**config.mk**
```make
export PLATFORM = sky130hd
export DESIGN_NAME = prox_irq_config
export DESIGN_NICKNAME = d
export VERILOG_FILES = /design/src/prox_irq_pkg.sv /design/src/edge_detect.sv /design/src/prox_irq_config.sv
export SDC_FILE = /design/constraint.sdc
export NUM_CORES = 1
export LEC_CHECK = 0
export ABC_AREA = 1
export BUFFER_PORTS_ARGS = -buffer_cell sky130_fd_sc_hd__buf_2
export CORE_MARGIN = 3
export CORE_UTILIZATION = 49
export CTS_CLUSTER_DIAMETER = 120
export DETAILED_ROUTE_END_ITERATION = 10
export GPL_TIMING_DRIVEN = 1
export PLACE_DENSITY = 0.72
export REMOVE_ABC_BUFFERS = 1
export SLEW_MARGIN = 20
export SYNTH_ARGS = -nofsm -noshare
export SYNTH_HDL_FRONTEND = slang
export SYNTH_HIERARCHICAL = 1
export SYNTH_SLANG_ARGS = --single-unit
```
**constraint.sdc**
```tcl
create_clock -name sys_clk -period 1 [get_ports sys_clk]
set_input_delay 0.1 -clock sys_clk [delete_from_list [all_inputs] [get_ports sys_clk]]
set_output_delay 0.1 -clock sys_clk [all_outputs]
set_load 0.005 [all_outputs]
```
**src/prox_irq_pkg.sv**
```systemverilog
// Constants for the proximity configuration and interrupt block.
// Behaviour
// - Gain level bits 6:4, 000 least sensitive
// - Frequency codes 010..101 map 64..150 kHz
// - Sense select routes none, aux1, aux2, X, Y
// - Guard select routes none, aux3, X, Y
// - Boost field 5:3: 100 on, 110 off
// - One mask bit per source, bit3 resets 1
// - Source 7 on motor short rising edge
// - Source 6 on near flag rising edge
// - Source 5: far edge or prox conversion end
// - Source 4 on compensation pending falling edge
// - Source 3: pen down or touch conversion end
// - Source 2 on pen down falling edge
// - Source 1 on selected thermal warning edge
// - Source 0 on selected thermal alarm edge
// - Status 7 shows live motor short
// - Status 6 latches reset, read clears
// - Near flag frozen while pen down, cleared when sense select is none
// - Writing 1 requests compensation until done
// - Conversion flag high while converting
package prox_irq_pkg;

	// ----------------------------------------
	// Register offsets
	// ----------------------------------------
	localparam logic [7:0] ADDR_GAIN_FREQ = 8'h1D;
	localparam logic [7:0] ADDR_ROUTING = 8'h1E;
	localparam logic [7:0] ADDR_BOOST = 8'h1F;
	localparam logic [7:0] ADDR_TRIM_A = 8'h20;
	localparam logic [7:0] ADDR_TRIM_B = 8'h21;
	localparam logic [7:0] ADDR_IRQ_MASK = 8'h22;
	localparam logic [7:0] ADDR_IRQ_SRC = 8'h23;
	localparam logic [7:0] ADDR_STATUS = 8'h24;

	// ----------------------------------------
	// Reset values
	// ----------------------------------------
	localparam logic [7:0] RST_GAIN_FREQ = 8'h00;
	localparam logic [7:0] RST_ROUTING = 8'h00;
	localparam logic [7:0] RST_BOOST = 8'h00;
	localparam logic [7:0] RST_TRIM_A = 8'h01;
	localparam logic [7:0] RST_TRIM_B = 8'h00;
	localparam logic [7:0] RST_IRQ_MASK = 8'h08;
	localparam logic [7:0] RST_IRQ_SRC = 8'h00;

	// ----------------------------------------
	// Field positions
	// ----------------------------------------
	localparam int GAIN_LSB = 4;
	localparam int FREQ_LSB = 1;
	localparam int SENSE_LSB = 4;
	localparam int GUARD_LSB = 0;
	localparam int BOOST_LSB = 3;
	localparam int STAT_MOTOR = 7;
	localparam int STAT_RESET = 6;
	localparam int STAT_NEAR = 5;
	localparam int STAT_COMP = 4;
	localparam int STAT_CONV = 3;
	localparam int STAT_PEN = 2;
	localparam int STAT_WARN = 1;
	localparam int STAT_ALARM = 0;
	localparam logic [7:0] MASK_GAIN_FREQ = 8'h7E;
	localparam logic [7:0] MASK_BOOST = 8'h3F;

	// Positions in the watched level vector
	localparam int LV_MOTOR = 6;
	localparam int LV_NEAR = 5;
	localparam int LV_CONV = 4;
	localparam int LV_COMP = 3;
	localparam int LV_PEN = 2;
	localparam int LV_WARN = 1;
	localparam int LV_ALARM = 0;
	localparam int LV_WIDTH = 7;

	// ----------------------------------------
	// Codes
	// ----------------------------------------
	localparam logic [2:0] FREQ_64K = 3'h2;
	localparam logic [2:0] FREQ_90K = 3'h3;
	localparam logic [2:0] FREQ_112K = 3'h4;
	localparam logic [2:0] FREQ_150K = 3'h5;
	localparam logic [7:0] KHZ_64 = 8'h40;
	localparam logic [7:0] KHZ_90 = 8'h5A;
	localparam logic [7:0] KHZ_112 = 8'h70;
	localparam logic [7:0] KHZ_150 = 8'h96;
	localparam logic [3:0] SENSE_NONE = 4'h0;
	localparam logic [3:0] SENSE_AUX1 = 4'h1;
	localparam logic [3:0] SENSE_AUX2 = 4'h2;
	localparam logic [3:0] ELEC_X = 4'h8;
	localparam logic [3:0] ELEC_Y = 4'h9;
	localparam logic [3:0] GUARD_AUX3 = 4'h3;
	localparam logic [2:0] BOOST_ON = 3'h4;
	localparam logic [2:0] BOOST_OFF = 3'h6;

endpackage

```
**src/edge_detect.sv**
```systemverilog
// Registered rising and falling edge detector for a vector of levels.
`timescale 1ns/1ps
module edge_detect
	import prox_irq_pkg::*;
#(
	parameter int W = 8
) (
	input wire logic sys_clk, // Clock
	input wire logic reset_n, // Asynchronous reset, active low
	input wire logic [W-1:0] level, // Levels to watch
	output logic [W-1:0] rise, // High in the cycle a level goes 0 to 1
	output logic [W-1:0] fall // High in the cycle a level goes 1 to 0
);

	logic [W-1:0] prev_reg;
	logic [W-1:0] prev_next;

	always_comb begin
		prev_next = level;
		rise = level & ~prev_reg;
		fall = ~level & prev_reg;
	end

	always_ff @(posedge sys_clk or negedge reset_n) begin
		if (!reset_n) begin
			prev_reg <= '0;
		end else begin
			prev_reg <= prev_next;
		end
	end

endmodule

```
**src/prox_irq_config.sv**
```systemverilog
// Proximity configuration registers, status register and interrupt sources.
`timescale 1ns/1ps
module prox_irq_config
	import prox_irq_pkg::*;
(
	input wire logic sys_clk, // 250 MHz clock
	input wire logic reset_n, // Asynchronous reset, active low
	input wire logic [7:0] regAddr, // Register address from serial front end
	input wire logic regWrEn, // Write strobe, one cycle
	input wire logic [7:0] regWrData, // Write data
	input wire logic regRdEn, // Read strobe, one cycle
	output logic [7:0] regRdData, // Read data, valid cycle after strobe
	input wire logic motorShortIn, // Motor driver short present
	input wire logic nearObjectIn, // Proximity detector says close
	input wire logic convRunningIn, // Touch or proximity conversion running
	input wire logic convIsProxIn, // Running conversion is a proximity one
	input wire logic compDoneIn, // Requested compensation finished, pulse
	input wire logic penDownIn, // Pen touching
	input wire logic thermalWarnIn, // Above warning threshold
	input wire logic thermalAlarmIn, // Above alarm threshold
	input wire logic farOrDoneSelect, // 1: source 5 on prox conversion end
	input wire logic penDetectOperation, // Pen-detect operating mode
	input wire logic warnEdgeSelect, // 1: rising warning edge, 0: falling
	input wire logic alarmEdgeSelect, // 1: rising alarm edge, 0: falling
	output logic irqOut, // Interrupt request, active high
	output logic [2:0] proxGainLevel, // Sensitivity step 0..7
	output logic [2:0] proxOscFreqSel, // Oscillator frequency code
	output logic [7:0] proxOscKhz, // Decoded frequency, 0 when reserved
	output logic [3:0] senseElectrodeSel, // Sense routing code
	output logic [3:0] senseRoute, // One-hot {Y, X, aux2, aux1/wiper}
	output logic [3:0] guardElectrodeSel, // Guard routing code
	output logic [2:0] guardRoute, // One-hot {Y, X, aux3}
	output logic [2:0] gainBoostSel, // Boost field
	output logic boostOn, // Higher sensitivity boost active
	output logic compRequest // Compensation pending
);

	// ----------------------------------------
	// Declarations
	// ----------------------------------------
	logic [7:0] gainFreq_reg, gainFreq_next;
	logic [7:0] routing_reg, routing_next;
	logic [7:0] boost_reg, boost_next;
	logic [7:0] trimA_reg, trimA_next;
	logic [7:0] irqMask_reg, irqMask_next;
	logic [7:0] irqSrc_reg, irqSrc_next;
	logic resetSeen_reg, resetSeen_next;
	logic nearFlag_reg, nearFlag_next;
	logic compPending_reg, compPending_next;
	logic convProx_reg, convProx_next;
	logic [7:0] rdData_reg, rdData_next;
	logic irq_reg, irq_next;
	logic [7:0] khz_reg, khz_next;
	logic [3:0] senseRoute_reg, senseRoute_next;
	logic [2:0] guardRoute_reg, guardRoute_next;
	logic boostOn_reg, boostOn_next;
	logic [LV_WIDTH-1:0] levels, rise, fall;
	logic [7:0] events;
	logic [7:0] statusView;
	logic wrHit, rdSrc, rdStat;

	function automatic logic pickEdge(input logic r, input logic f, input logic selRise);
		pickEdge = selRise ? r : f;
	endfunction

	// ----------------------------------------
	// Edge detection
	// ----------------------------------------
	always_comb begin
		levels = '0;
		levels[LV_MOTOR] = motorShortIn;
		levels[LV_NEAR] = nearFlag_reg;
		levels[LV_CONV] = convRunningIn;
		levels[LV_COMP] = compPending_reg;
		levels[LV_PEN] = penDownIn;
		levels[LV_WARN] = thermalWarnIn;
		levels[LV_ALARM] = thermalAlarmIn;
	end

	edge_detect #(
		.W(LV_WIDTH)
	) u_edges (
		.sys_clk(sys_clk),
		.reset_n(reset_n),
		.level(levels),
		.rise(rise),
		.fall(fall)
	);

	always_comb begin
		events[7] = rise[LV_MOTOR];
		events[6] = rise[LV_NEAR];
		// Conversion kind is remembered while running, the edge comes after it ends
		events[5] = farOrDoneSelect ? (fall[LV_CONV] & convProx_reg) : fall[LV_NEAR];
		events[4] = fall[LV_COMP];
		events[3] = penDetectOperation ? rise[LV_PEN] : (fall[LV_CONV] & ~convProx_reg);
		events[2] = fall[LV_PEN];
		events[1] = pickEdge(rise[LV_WARN], fall[LV_WARN], warnEdgeSelect);
		events[0] = pickEdge(rise[LV_ALARM], fall[LV_ALARM], alarmEdgeSelect);
	end

	// ----------------------------------------
	// Register file and flags
	// ----------------------------------------
	always_comb begin
		wrHit = regWrEn;
		rdSrc = regRdEn && (regAddr == ADDR_IRQ_SRC);
		rdStat = regRdEn && (regAddr == ADDR_STATUS);
		statusView = {motorShortIn, resetSeen_reg, nearFlag_reg, compPending_reg,
			convRunningIn, penDownIn, thermalWarnIn, thermalAlarmIn};
		gainFreq_next = gainFreq_reg;
		routing_next = routing_reg;
		boost_next = boost_reg;
		trimA_next = trimA_reg;
		irqMask_next = irqMask_reg;
		compPending_next = compPending_reg;
		if (wrHit && regAddr == ADDR_GAIN_FREQ) begin
			gainFreq_next = regWrData & MASK_GAIN_FREQ;
		end else if (wrHit && regAddr == ADDR_ROUTING) begin
			routing_next = regWrData;
		end else if (wrHit && regAddr == ADDR_BOOST) begin
			boost_next = regWrData & MASK_BOOST;
		end else if (wrHit && regAddr == ADDR_TRIM_A) begin
			trimA_next = regWrData;
		end else if (wrHit && regAddr == ADDR_IRQ_MASK) begin
			irqMask_next = regWrData;
		end
		// Completion clears the request, a new request in the same cycle wins
		if (compDoneIn) begin
			compPending_next = 1'b0;
		end
		if (wrHit && regAddr == ADDR_STATUS && regWrData[STAT_COMP]) begin
			compPending_next = 1'b1;
		end
		// Reads clear, but an event in the same cycle still lands
		irqSrc_next = (rdSrc ? 8'h00 : irqSrc_reg) | events;
		resetSeen_next = rdStat ? 1'b0 : resetSeen_reg;
		if (senseElectrodeSel == SENSE_NONE) begin
			nearFlag_next = 1'b0;
		end else if (penDownIn) begin
			nearFlag_next = nearFlag_reg;
		end else begin
			nearFlag_next = nearObjectIn;
		end
		convProx_next = convRunningIn ? convIsProxIn : convProx_reg;
		rdData_next = rdData_reg;
		if (regRdEn) begin
			if (regAddr == ADDR_GAIN_FREQ) begin
				rdData_next = gainFreq_reg;
			end else if (regAddr == ADDR_ROUTING) begin
				rdData_next = routing_reg;
			end else if (regAddr == ADDR_BOOST) begin
				rdData_next = boost_reg;
			end else if (regAddr == ADDR_TRIM_A) begin
				rdData_next = trimA_reg;
			end else if (regAddr == ADDR_TRIM_B) begin
				rdData_next = RST_TRIM_B;
			end else if (regAddr == ADDR_IRQ_MASK) begin
				rdData_next = irqMask_reg;
			end else if (regAddr == ADDR_IRQ_SRC) begin
				rdData_next = irqSrc_reg;
			end else if (regAddr == ADDR_STATUS) begin
				rdData_next = statusView;
			end else begin
				rdData_next = 8'h00;
			end
		end
		// Built from next values so the pin tracks the registers exactly
		irq_next = |(irqSrc_next & irqMask_next);
	end

	// ----------------------------------------
	// Decoded configuration
	// ----------------------------------------
	always_comb begin
		case (gainFreq_next[FREQ_LSB +: 3])
			FREQ_64K: khz_next = KHZ_64;
			FREQ_90K: khz_next = KHZ_90;
			FREQ_112K: khz_next = KHZ_112;
			FREQ_150K: khz_next = KHZ_150;
			default: khz_next = 8'h00;
		endcase
		case (routing_next[SENSE_LSB +: 4])
			SENSE_AUX1: senseRoute_next = 4'h1;
			SENSE_AUX2: senseRoute_next = 4'h2;
			ELEC_X: senseRoute_next = 4'h4;
			ELEC_Y: senseRoute_next = 4'h8;
			default: senseRoute_next = 4'h0;
		endcase
		case (routing_next[GUARD_LSB +: 4])
			GUARD_AUX3: guardRoute_next = 3'h1;
			ELEC_X: guardRoute_next = 3'h2;
			ELEC_Y: guardRoute_next = 3'h4;
			default: guardRoute_next = 3'h0;
		endcase
		// Reserved boost codes leave boost off; host should use the off code
		boostOn_next = (boost_next[BOOST_LSB +: 3] == BOOST_ON);
	end

	always_ff @(posedge sys_clk or negedge reset_n) begin
		if (!reset_n) begin
			gainFreq_reg <= RST_GAIN_FREQ;
			routing_reg <= RST_ROUTING;
			boost_reg <= RST_BOOST;
			trimA_reg <= RST_TRIM_A;
			irqMask_reg <= RST_IRQ_MASK;
			irqSrc_reg <= RST_IRQ_SRC;
			resetSeen_reg <= 1'b1;
			nearFlag_reg <= 1'b0;
			compPending_reg <= 1'b0;
			convProx_reg <= 1'b0;
			rdData_reg <= 8'h00;
			irq_reg <= 1'b0;
			khz_reg <= 8'h00;
			senseRoute_reg <= 4'h0;
			guardRoute_reg <= 3'h0;
			boostOn_reg <= 1'b0;
		end else begin
			gainFreq_reg <= gainFreq_next;
			routing_reg <= routing_next;
			boost_reg <= boost_next;
			trimA_reg <= trimA_next;
			irqMask_reg <= irqMask_next;
			irqSrc_reg <= irqSrc_next;
			resetSeen_reg <= resetSeen_next;
			nearFlag_reg <= nearFlag_next;
			compPending_reg <= compPending_next;
			convProx_reg <= convProx_next;
			rdData_reg <= rdData_next;
			irq_reg <= irq_next;
			khz_reg <= khz_next;
			senseRoute_reg <= senseRoute_next;
			guardRoute_reg <= guardRoute_next;
			boostOn_reg <= boostOn_next;
		end
	end

	always_comb begin
		regRdData = rdData_reg;
		irqOut = irq_reg;
		proxGainLevel = gainFreq_reg[GAIN_LSB +: 3];
		proxOscFreqSel = gainFreq_reg[FREQ_LSB +: 3];
		proxOscKhz = khz_reg;
		senseElectrodeSel = routing_reg[SENSE_LSB +: 4];
		senseRoute = senseRoute_reg;
		guardElectrodeSel = routing_reg[GUARD_LSB +: 4];
		guardRoute = guardRoute_reg;
		gainBoostSel = boost_reg[BOOST_LSB +: 3];
		boostOn = boostOn_reg;
		compRequest = compPending_reg;
	end
endmodule

```
==> results of run 1 <==
-- power by group through the flow --
stage | logic (W) | registers (W) | clock network [W]
global route | 0.00109 | 0.00341 | 0.00280
finish | 0.000991 | 0.00340 | 0.00263
CTS | 0.000837 | 0.00339 | 0.00267
global placement | 0.000745 | 0.00344 | 0
detailed placement | 0.000763 | 0.00344 | 0
floorplan | 0.000319 | 0.00344 | 0
-- routing by layer --
metal	track usage (%)	vias up	share of wire (%)
met5	0	-	0
met4	10.71	0	2.6
met3	4.167	23	5.3
met2	37.49	124	51
met1	32.23	1719	41
li1	-	1719	-
-- cell usage in the layout, fill, tap and decap left out, drive strengths merged, types with 2 or more instances in the layout --
master / instances
mux2i: 2
mux2: 2
nand3: 32
dfrtp: 75
nand2: 144
nor2: 45
nor3: 3
clkinv: 2
nand4: 6
buf: 137
clkbuf: 12
dlygate4sd3: 10
or2: 5
dfstp: 3
o21ai: 40
a21oi: 7
bufinv: 2
inv: 85
-- critical path, delay by kind of cell (launching register included) --
family	cells	cell delay (ns)
and+or+nand+nor	8	0.50
DFF	1	0.36
buffers and inverters	1	0.05
AOI/OAI and AO/OA	1	0.12
-- layout make-up --
cell class	count	area [um^2]	share of cell area [%]
Multi-Input combinational cell	292	1765	32.13
Tap cell	99	123.9	2.254
Clock buffer	12	145.1	2.641
Sequential cell	78	1958	35.63
Timing Repair Buffer	147	1092	19.88
Clock inverter	4	72.57	1.321
Inverter	86	337.8	6.148
-- final timing paths --
kind	slack (ns)	to	cells after the start
setup / recovery	-0.13	irqOut	10
min in group asynchronous	0.19	proxOscKhz[3]	2
hold reg to reg	0.47	u_edges/prev_reg[3]	0
max in group asynchronous	0.31	irqOut	3
setup reg to reg	-0.13	irqOut	10
hold / removal	-0.007	boost_reg[5]	3
-- timing repair --
action | in CTS | in global routing
endpoints found under the setup margin | 34 | 64
resized for setup | 22 | 117
endpoints found under the hold margin | 85 | 0
setup buffers | 7 | 15
hold buffers | 10 | 0
pin swaps | 12 | 54
-- through the flow --
stage	setup WS [ns]	utilization (%)	instances	power (W)	TNS [ns]
final	-0.1261	74.57	718	0.007022	-1.224
after global routing	-0.2781	74.57	718	0.007299	-3.226
after CTS	-0.1243	67.76	706	0.006891	-0.7173
after detailed placement	-0.4235	61.88	673	0.004208	-18.40
after global placement	-0.4004	61.88	673	0.004183	-16.51
after floorplan	-0.4067	-	456	0.003758	-6.045
==> flow_metrics.env, run 1 <==
export IMPL_status="complete, but fails checks"
export IMPL_failed_checks="negative hold slack, negative setup slack"
export IMPL_finalSetupViolCount=29
export IMPL_layout_setup_ws_ns=-0.1261
export IMPL_ant_nets=0
export IMPL_pwr_share_seq_pct=48.4
export IMPL_critPathLaunch="u_edges/prev_reg[4]"
export IMPL_syn_avg_cell_area_um2=8.078
export IMPL_clkLatencyLatePin_ns=0.36
export IMPL_cts_sinks=78
export IMPL_htree_levels=3
export IMPL_fin_nets=646
export IMPL_clk_pin_slew_worst_paths_ns=0.08
export IMPL_fp_row_count=31
export IMPL_peakVddDrop_uv=836.5
export IMPL_routed_wl_um=10800
export IMPL_cts_buffers=9
export IMPL_place_hpwl_um=7260
export IMPL_finalCritPeriodShare_pct=112.6
export IMPL_wire_per_inst_um=15.04
export IMPL_core_um2=7370
export IMPL_worstPathArrival_ns=1.38
export IMPL_crit_path_end_kind="flop"
export IMPL_antenna_found_initial=0
export IMPL_routabilityCongestion=0.8717
export IMPL_critPathLaunchType="flop"
export IMPL_path_cells="inv_1, nor2_1, nand2_1, nor2_1, a21oi_1, nand2_1, nand2_1, nand2_1, nor2_1, nand2_1"
export IMPL_grt_pass1_wl_um=16050
export IMPL_reg2reg_from="u_edges/prev_reg[4]"
export IMPL_drt_pass1_iter_count=4
export IMPL_drt_iter0_drc=183
export IMPL_cts_root_buf="clkbuf_8"
export IMPL_drv_cap=0
export IMPL_finalClockSkew_ns=0.01024
export IMPL_track_usage_pct=23.83
export IMPL_drc=0
export IMPL_dieArea_um2=8787
export IMPL_synthCells=467
export IMPL_via_per_inst=4.993
export IMPL_grt_max_degree=29
export IMPL_required_ns=1.25
export IMPL_drive_gt1_share_pct=42.49
export IMPL_p_leak_nw=3.005
export IMPL_p_int_w=0.005225
export IMPL_crit_top_cell="nand2_1"
export IMPL_period_minus_slack_ns=1.126
export IMPL_fin_area_um2=5495
export IMPL_dpl_cell_area_um2=4561
export IMPL_initial_core_util_pct=51.19
export IMPL_die_x_um=93.74
export IMPL_pwr_share_clk_pct=37.5
export IMPL_fmax_mhz=888.0
export IMPL_worst_setup_path_type="reg2reg"
export IMPL_drv_slew=0
export IMPL_diodes=0
export IMPL_num_vias=3585
export IMPL_hold_worst_slack_ns=-0.007346
export IMPL_combPwrFrac_pct=14.1
export IMPL_die_h_um=93.74
export IMPL_critPathSlowestCell="dfrtp_1"
export IMPL_io_buffers=73
export IMPL_syn2layout_area_growth_pct=45.67
export IMPL_clock_path_buffers=2
export IMPL_yosysWarnings=6
export IMPL_first_global_vias=3427
export IMPL_cp_max_fo=2
export IMPL_sw_frac_of_total_pct=25.59
export IMPL_n_fill_cell=547
export IMPL_slowest_delay_ns=0.36
export IMPL_p_switching_w=0.001797
export IMPL_boundaryPins=75
export IMPL_rsz0062_at_grt="true"
export IMPL_final_hold_violation_count=1
export IMPL_worstHoldStart="regWrData[5]"
export IMPL_power_density_nw_per_um2=1278
export IMPL_cts_tree="built"
export IMPL_hold_class="in2reg"
export IMPL_syn_area_um2=3772
export IMPL_overflow=0
Note: power is estimated with default switching activity, not from simulation.
==> inputs of run 2 (changes only) <==
- GPL_ROUTABILITY_DRIVEN: not set -> 0
- PLACE_DENSITY: 0.72 -> 0.69
- SLEW_MARGIN: 20 -> 10
- clock period: 1 -> 1.17 ns (I/O delays scaled with it)
==> flow_metrics.env, run 2 (synthesis results as in run 1) <==
export IMPL_status="complete, but fails checks"
export IMPL_failed_checks="negative setup slack"
export IMPL_reg2regPathDepth=7
export IMPL_crit_path_end_kind="flop"
export IMPL_dieArea_um2=8787
export IMPL_drc=0
export IMPL_r2r_end="regRdData[5]"
export IMPL_clkLatencyLatePin_ns=0.34
export IMPL_die_x_um=93.74
export IMPL_antenna_found_initial=0
export IMPL_cts_root_buf="clkbuf_8"
export IMPL_track_usage_pct=22.38
export IMPL_core_um2=7370
export IMPL_worst_setup_path_type="in2reg"
export IMPL_ant_nets=0
export IMPL_fin_nets=625
export IMPL_final_util_pct=66.77
export IMPL_place_hpwl_um=7069
export IMPL_fp_row_count=31
export IMPL_drive_gt1_share_pct=30.43
export IMPL_diodes=0
export IMPL_dpl_cell_area_um2=4503
export IMPL_cp_max_fo=4
export IMPL_hold_worst_slack_ns=0.03848
export IMPL_grt_max_degree=27
export IMPL_die_h_um=93.74
export IMPL_via_per_inst=4.839
export IMPL_grt_pass1_wl_um=15350
export IMPL_cts_sinks=78
export IMPL_finalClockSkew_ns=0.007406
export IMPL_drv_cap=0
export IMPL_critPathLaunchType="primary input"
export IMPL_drt_iter0_drc=185
export IMPL_first_global_vias=3295
export IMPL_drv_slew=0
export IMPL_routed_wl_um=9257
export IMPL_wire_per_inst_um=13.28
export IMPL_fmax_mhz=846.2
export IMPL_p_leak_nw=2.778
export IMPL_htree_levels=3
export IMPL_boundaryPins=75
export IMPL_worstPathArrival_ns=1.41
export IMPL_peakVddDrop_uv=843.6
export IMPL_finalCritPeriodShare_pct=101.0
export IMPL_crit_path_end="irqOut"
export IMPL_critPathLaunch="thermalAlarmIn"
export IMPL_clock_path_buffers=2
export IMPL_required_ns=1.40
export IMPL_clk_pin_slew_worst_paths_ns=0.08
export IMPL_final_hold_violation_count=0
export IMPL_overflow=0
export IMPL_initial_core_util_pct=51.19
export IMPL_finalSetupViolCount=1
export IMPL_cts_tree="built"
export IMPL_period_minus_slack_ns=1.182
export IMPL_n_fill_cell=652
export IMPL_rsz0062_at_grt="true"
export IMPL_rrSetupSlack_ns=0.05
export IMPL_final_common_cell="nand2_1"
export IMPL_power_density_nw_per_um2=1223
export IMPL_drt_pass1_iter_count=6
export IMPL_num_vias=3373
export IMPL_cts_buffers=9
export IMPL_final_cell_mix="nand2_1 (138), inv_1 (76), dfrtp_1 (75)"
export IMPL_layout_setup_ws_ns=-0.01181
export IMPL_hold_class="in2reg"
export IMPL_syn2layout_area_growth_pct=30.45
export IMPL_fin_area_um2=4921
export IMPL_io_buffers=73
export IMPL_reg2reg_from="nearFlag_reg"
[run 2: cell count changes in the layout (fill, tap and decap cells not counted), sizes merged]
cell / previous run / this run
clkinv: 2 / 1
buf: 137 / 118
clkbuf: 12 / 11
inv: 85 / 86
bufinv: 2 / 3
dlymetal6s4s: 0 / 1
dlygate4sd3: 10 / 7
[run 2: metrics by stage]
| stage | cells | setup TNS, ns | power [W] | worst slack [ns] |
|---|---|---|---|---|
| 2_1_floorplan | 456 | -1.422 | 0.003212 | -0.2537 |
| 5_1_grt | 697 | -0.1707 | 0.006252 | -0.07391 |
| 6_report | 697 | -0.01181 | 0.006017 | -0.01181 |
| 4_1_cts | 691 | 0 | 0.006035 | 0.02348 |
| 3_3_place_gp | 667 | -6.653 | 0.003553 | -0.2300 |
| 3_5_place_dp | 667 | -8.232 | 0.003568 | -0.2847 |
[run 2: how the worst min path moves through the flow]
stage,startpoint,cells after the start,endpoint,slack (ns)
after global placement,reset_n,1,proxOscKhz[3],0.06
after global routing,regWrData[2],3,routing_reg[2],0.04
after floorplan,reset_n,0,boostOn,-0.18
after detailed placement,reset_n,1,proxOscKhz[3],0.06
final,regWrData[2],3,routing_reg[2],0.04
after CTS,regWrData[2],3,routing_reg[2],0.02
[run 2: critical path: stages]
cell and delay (ns):
dlygate4sd3_1 0.55, buf_6 0.13, inv_1 0.05, nor2_1 0.04, mux2i_1 0.14, nand2_1 0.11, nand2_1 0.09, nand2_1 0.05
nor2_1 0.08, nand2_1 0.05
[run 2: power breakdown]
part	switching (W)	internal, W	total (W)
combinational	0.000383	0.000284	0.000667
sequential	0.0000699	0.00282	0.00289
clock	0.000978	0.00148	0.00246
[run 2: final cells by class]
type | count | area [um^2] | area share (%)
flip-flops and latches | 78 | 1956 | 39.74
clock inverters | 5 | 106.4 | 2.161
clock buffers | 11 | 141.4 | 2.873
multi-input cells | 292 | 1443 | 29.32
well taps | 99 | 123.9 | 2.517
repair buffers | 126 | 825.8 | 16.78
inverters | 86 | 325.3 | 6.611
[run 2: what timing repair did]
action,4_1_cts,5_1_grt
resized for setup,0,21
hold endpoints to repair,32,0
endpoints found under the setup margin,0,16
hold buffers,8,0
buffers inserted,0,6
[run 2: layer usage]
layer	share of wire [%]	GRT usage, %	up-vias
met1	44	31.47	1575
met4	1.5	7.702	0
met5	0	0	-
met2	48	35.60	105
li1	-	-	1679
met3	6.0	3.125	14
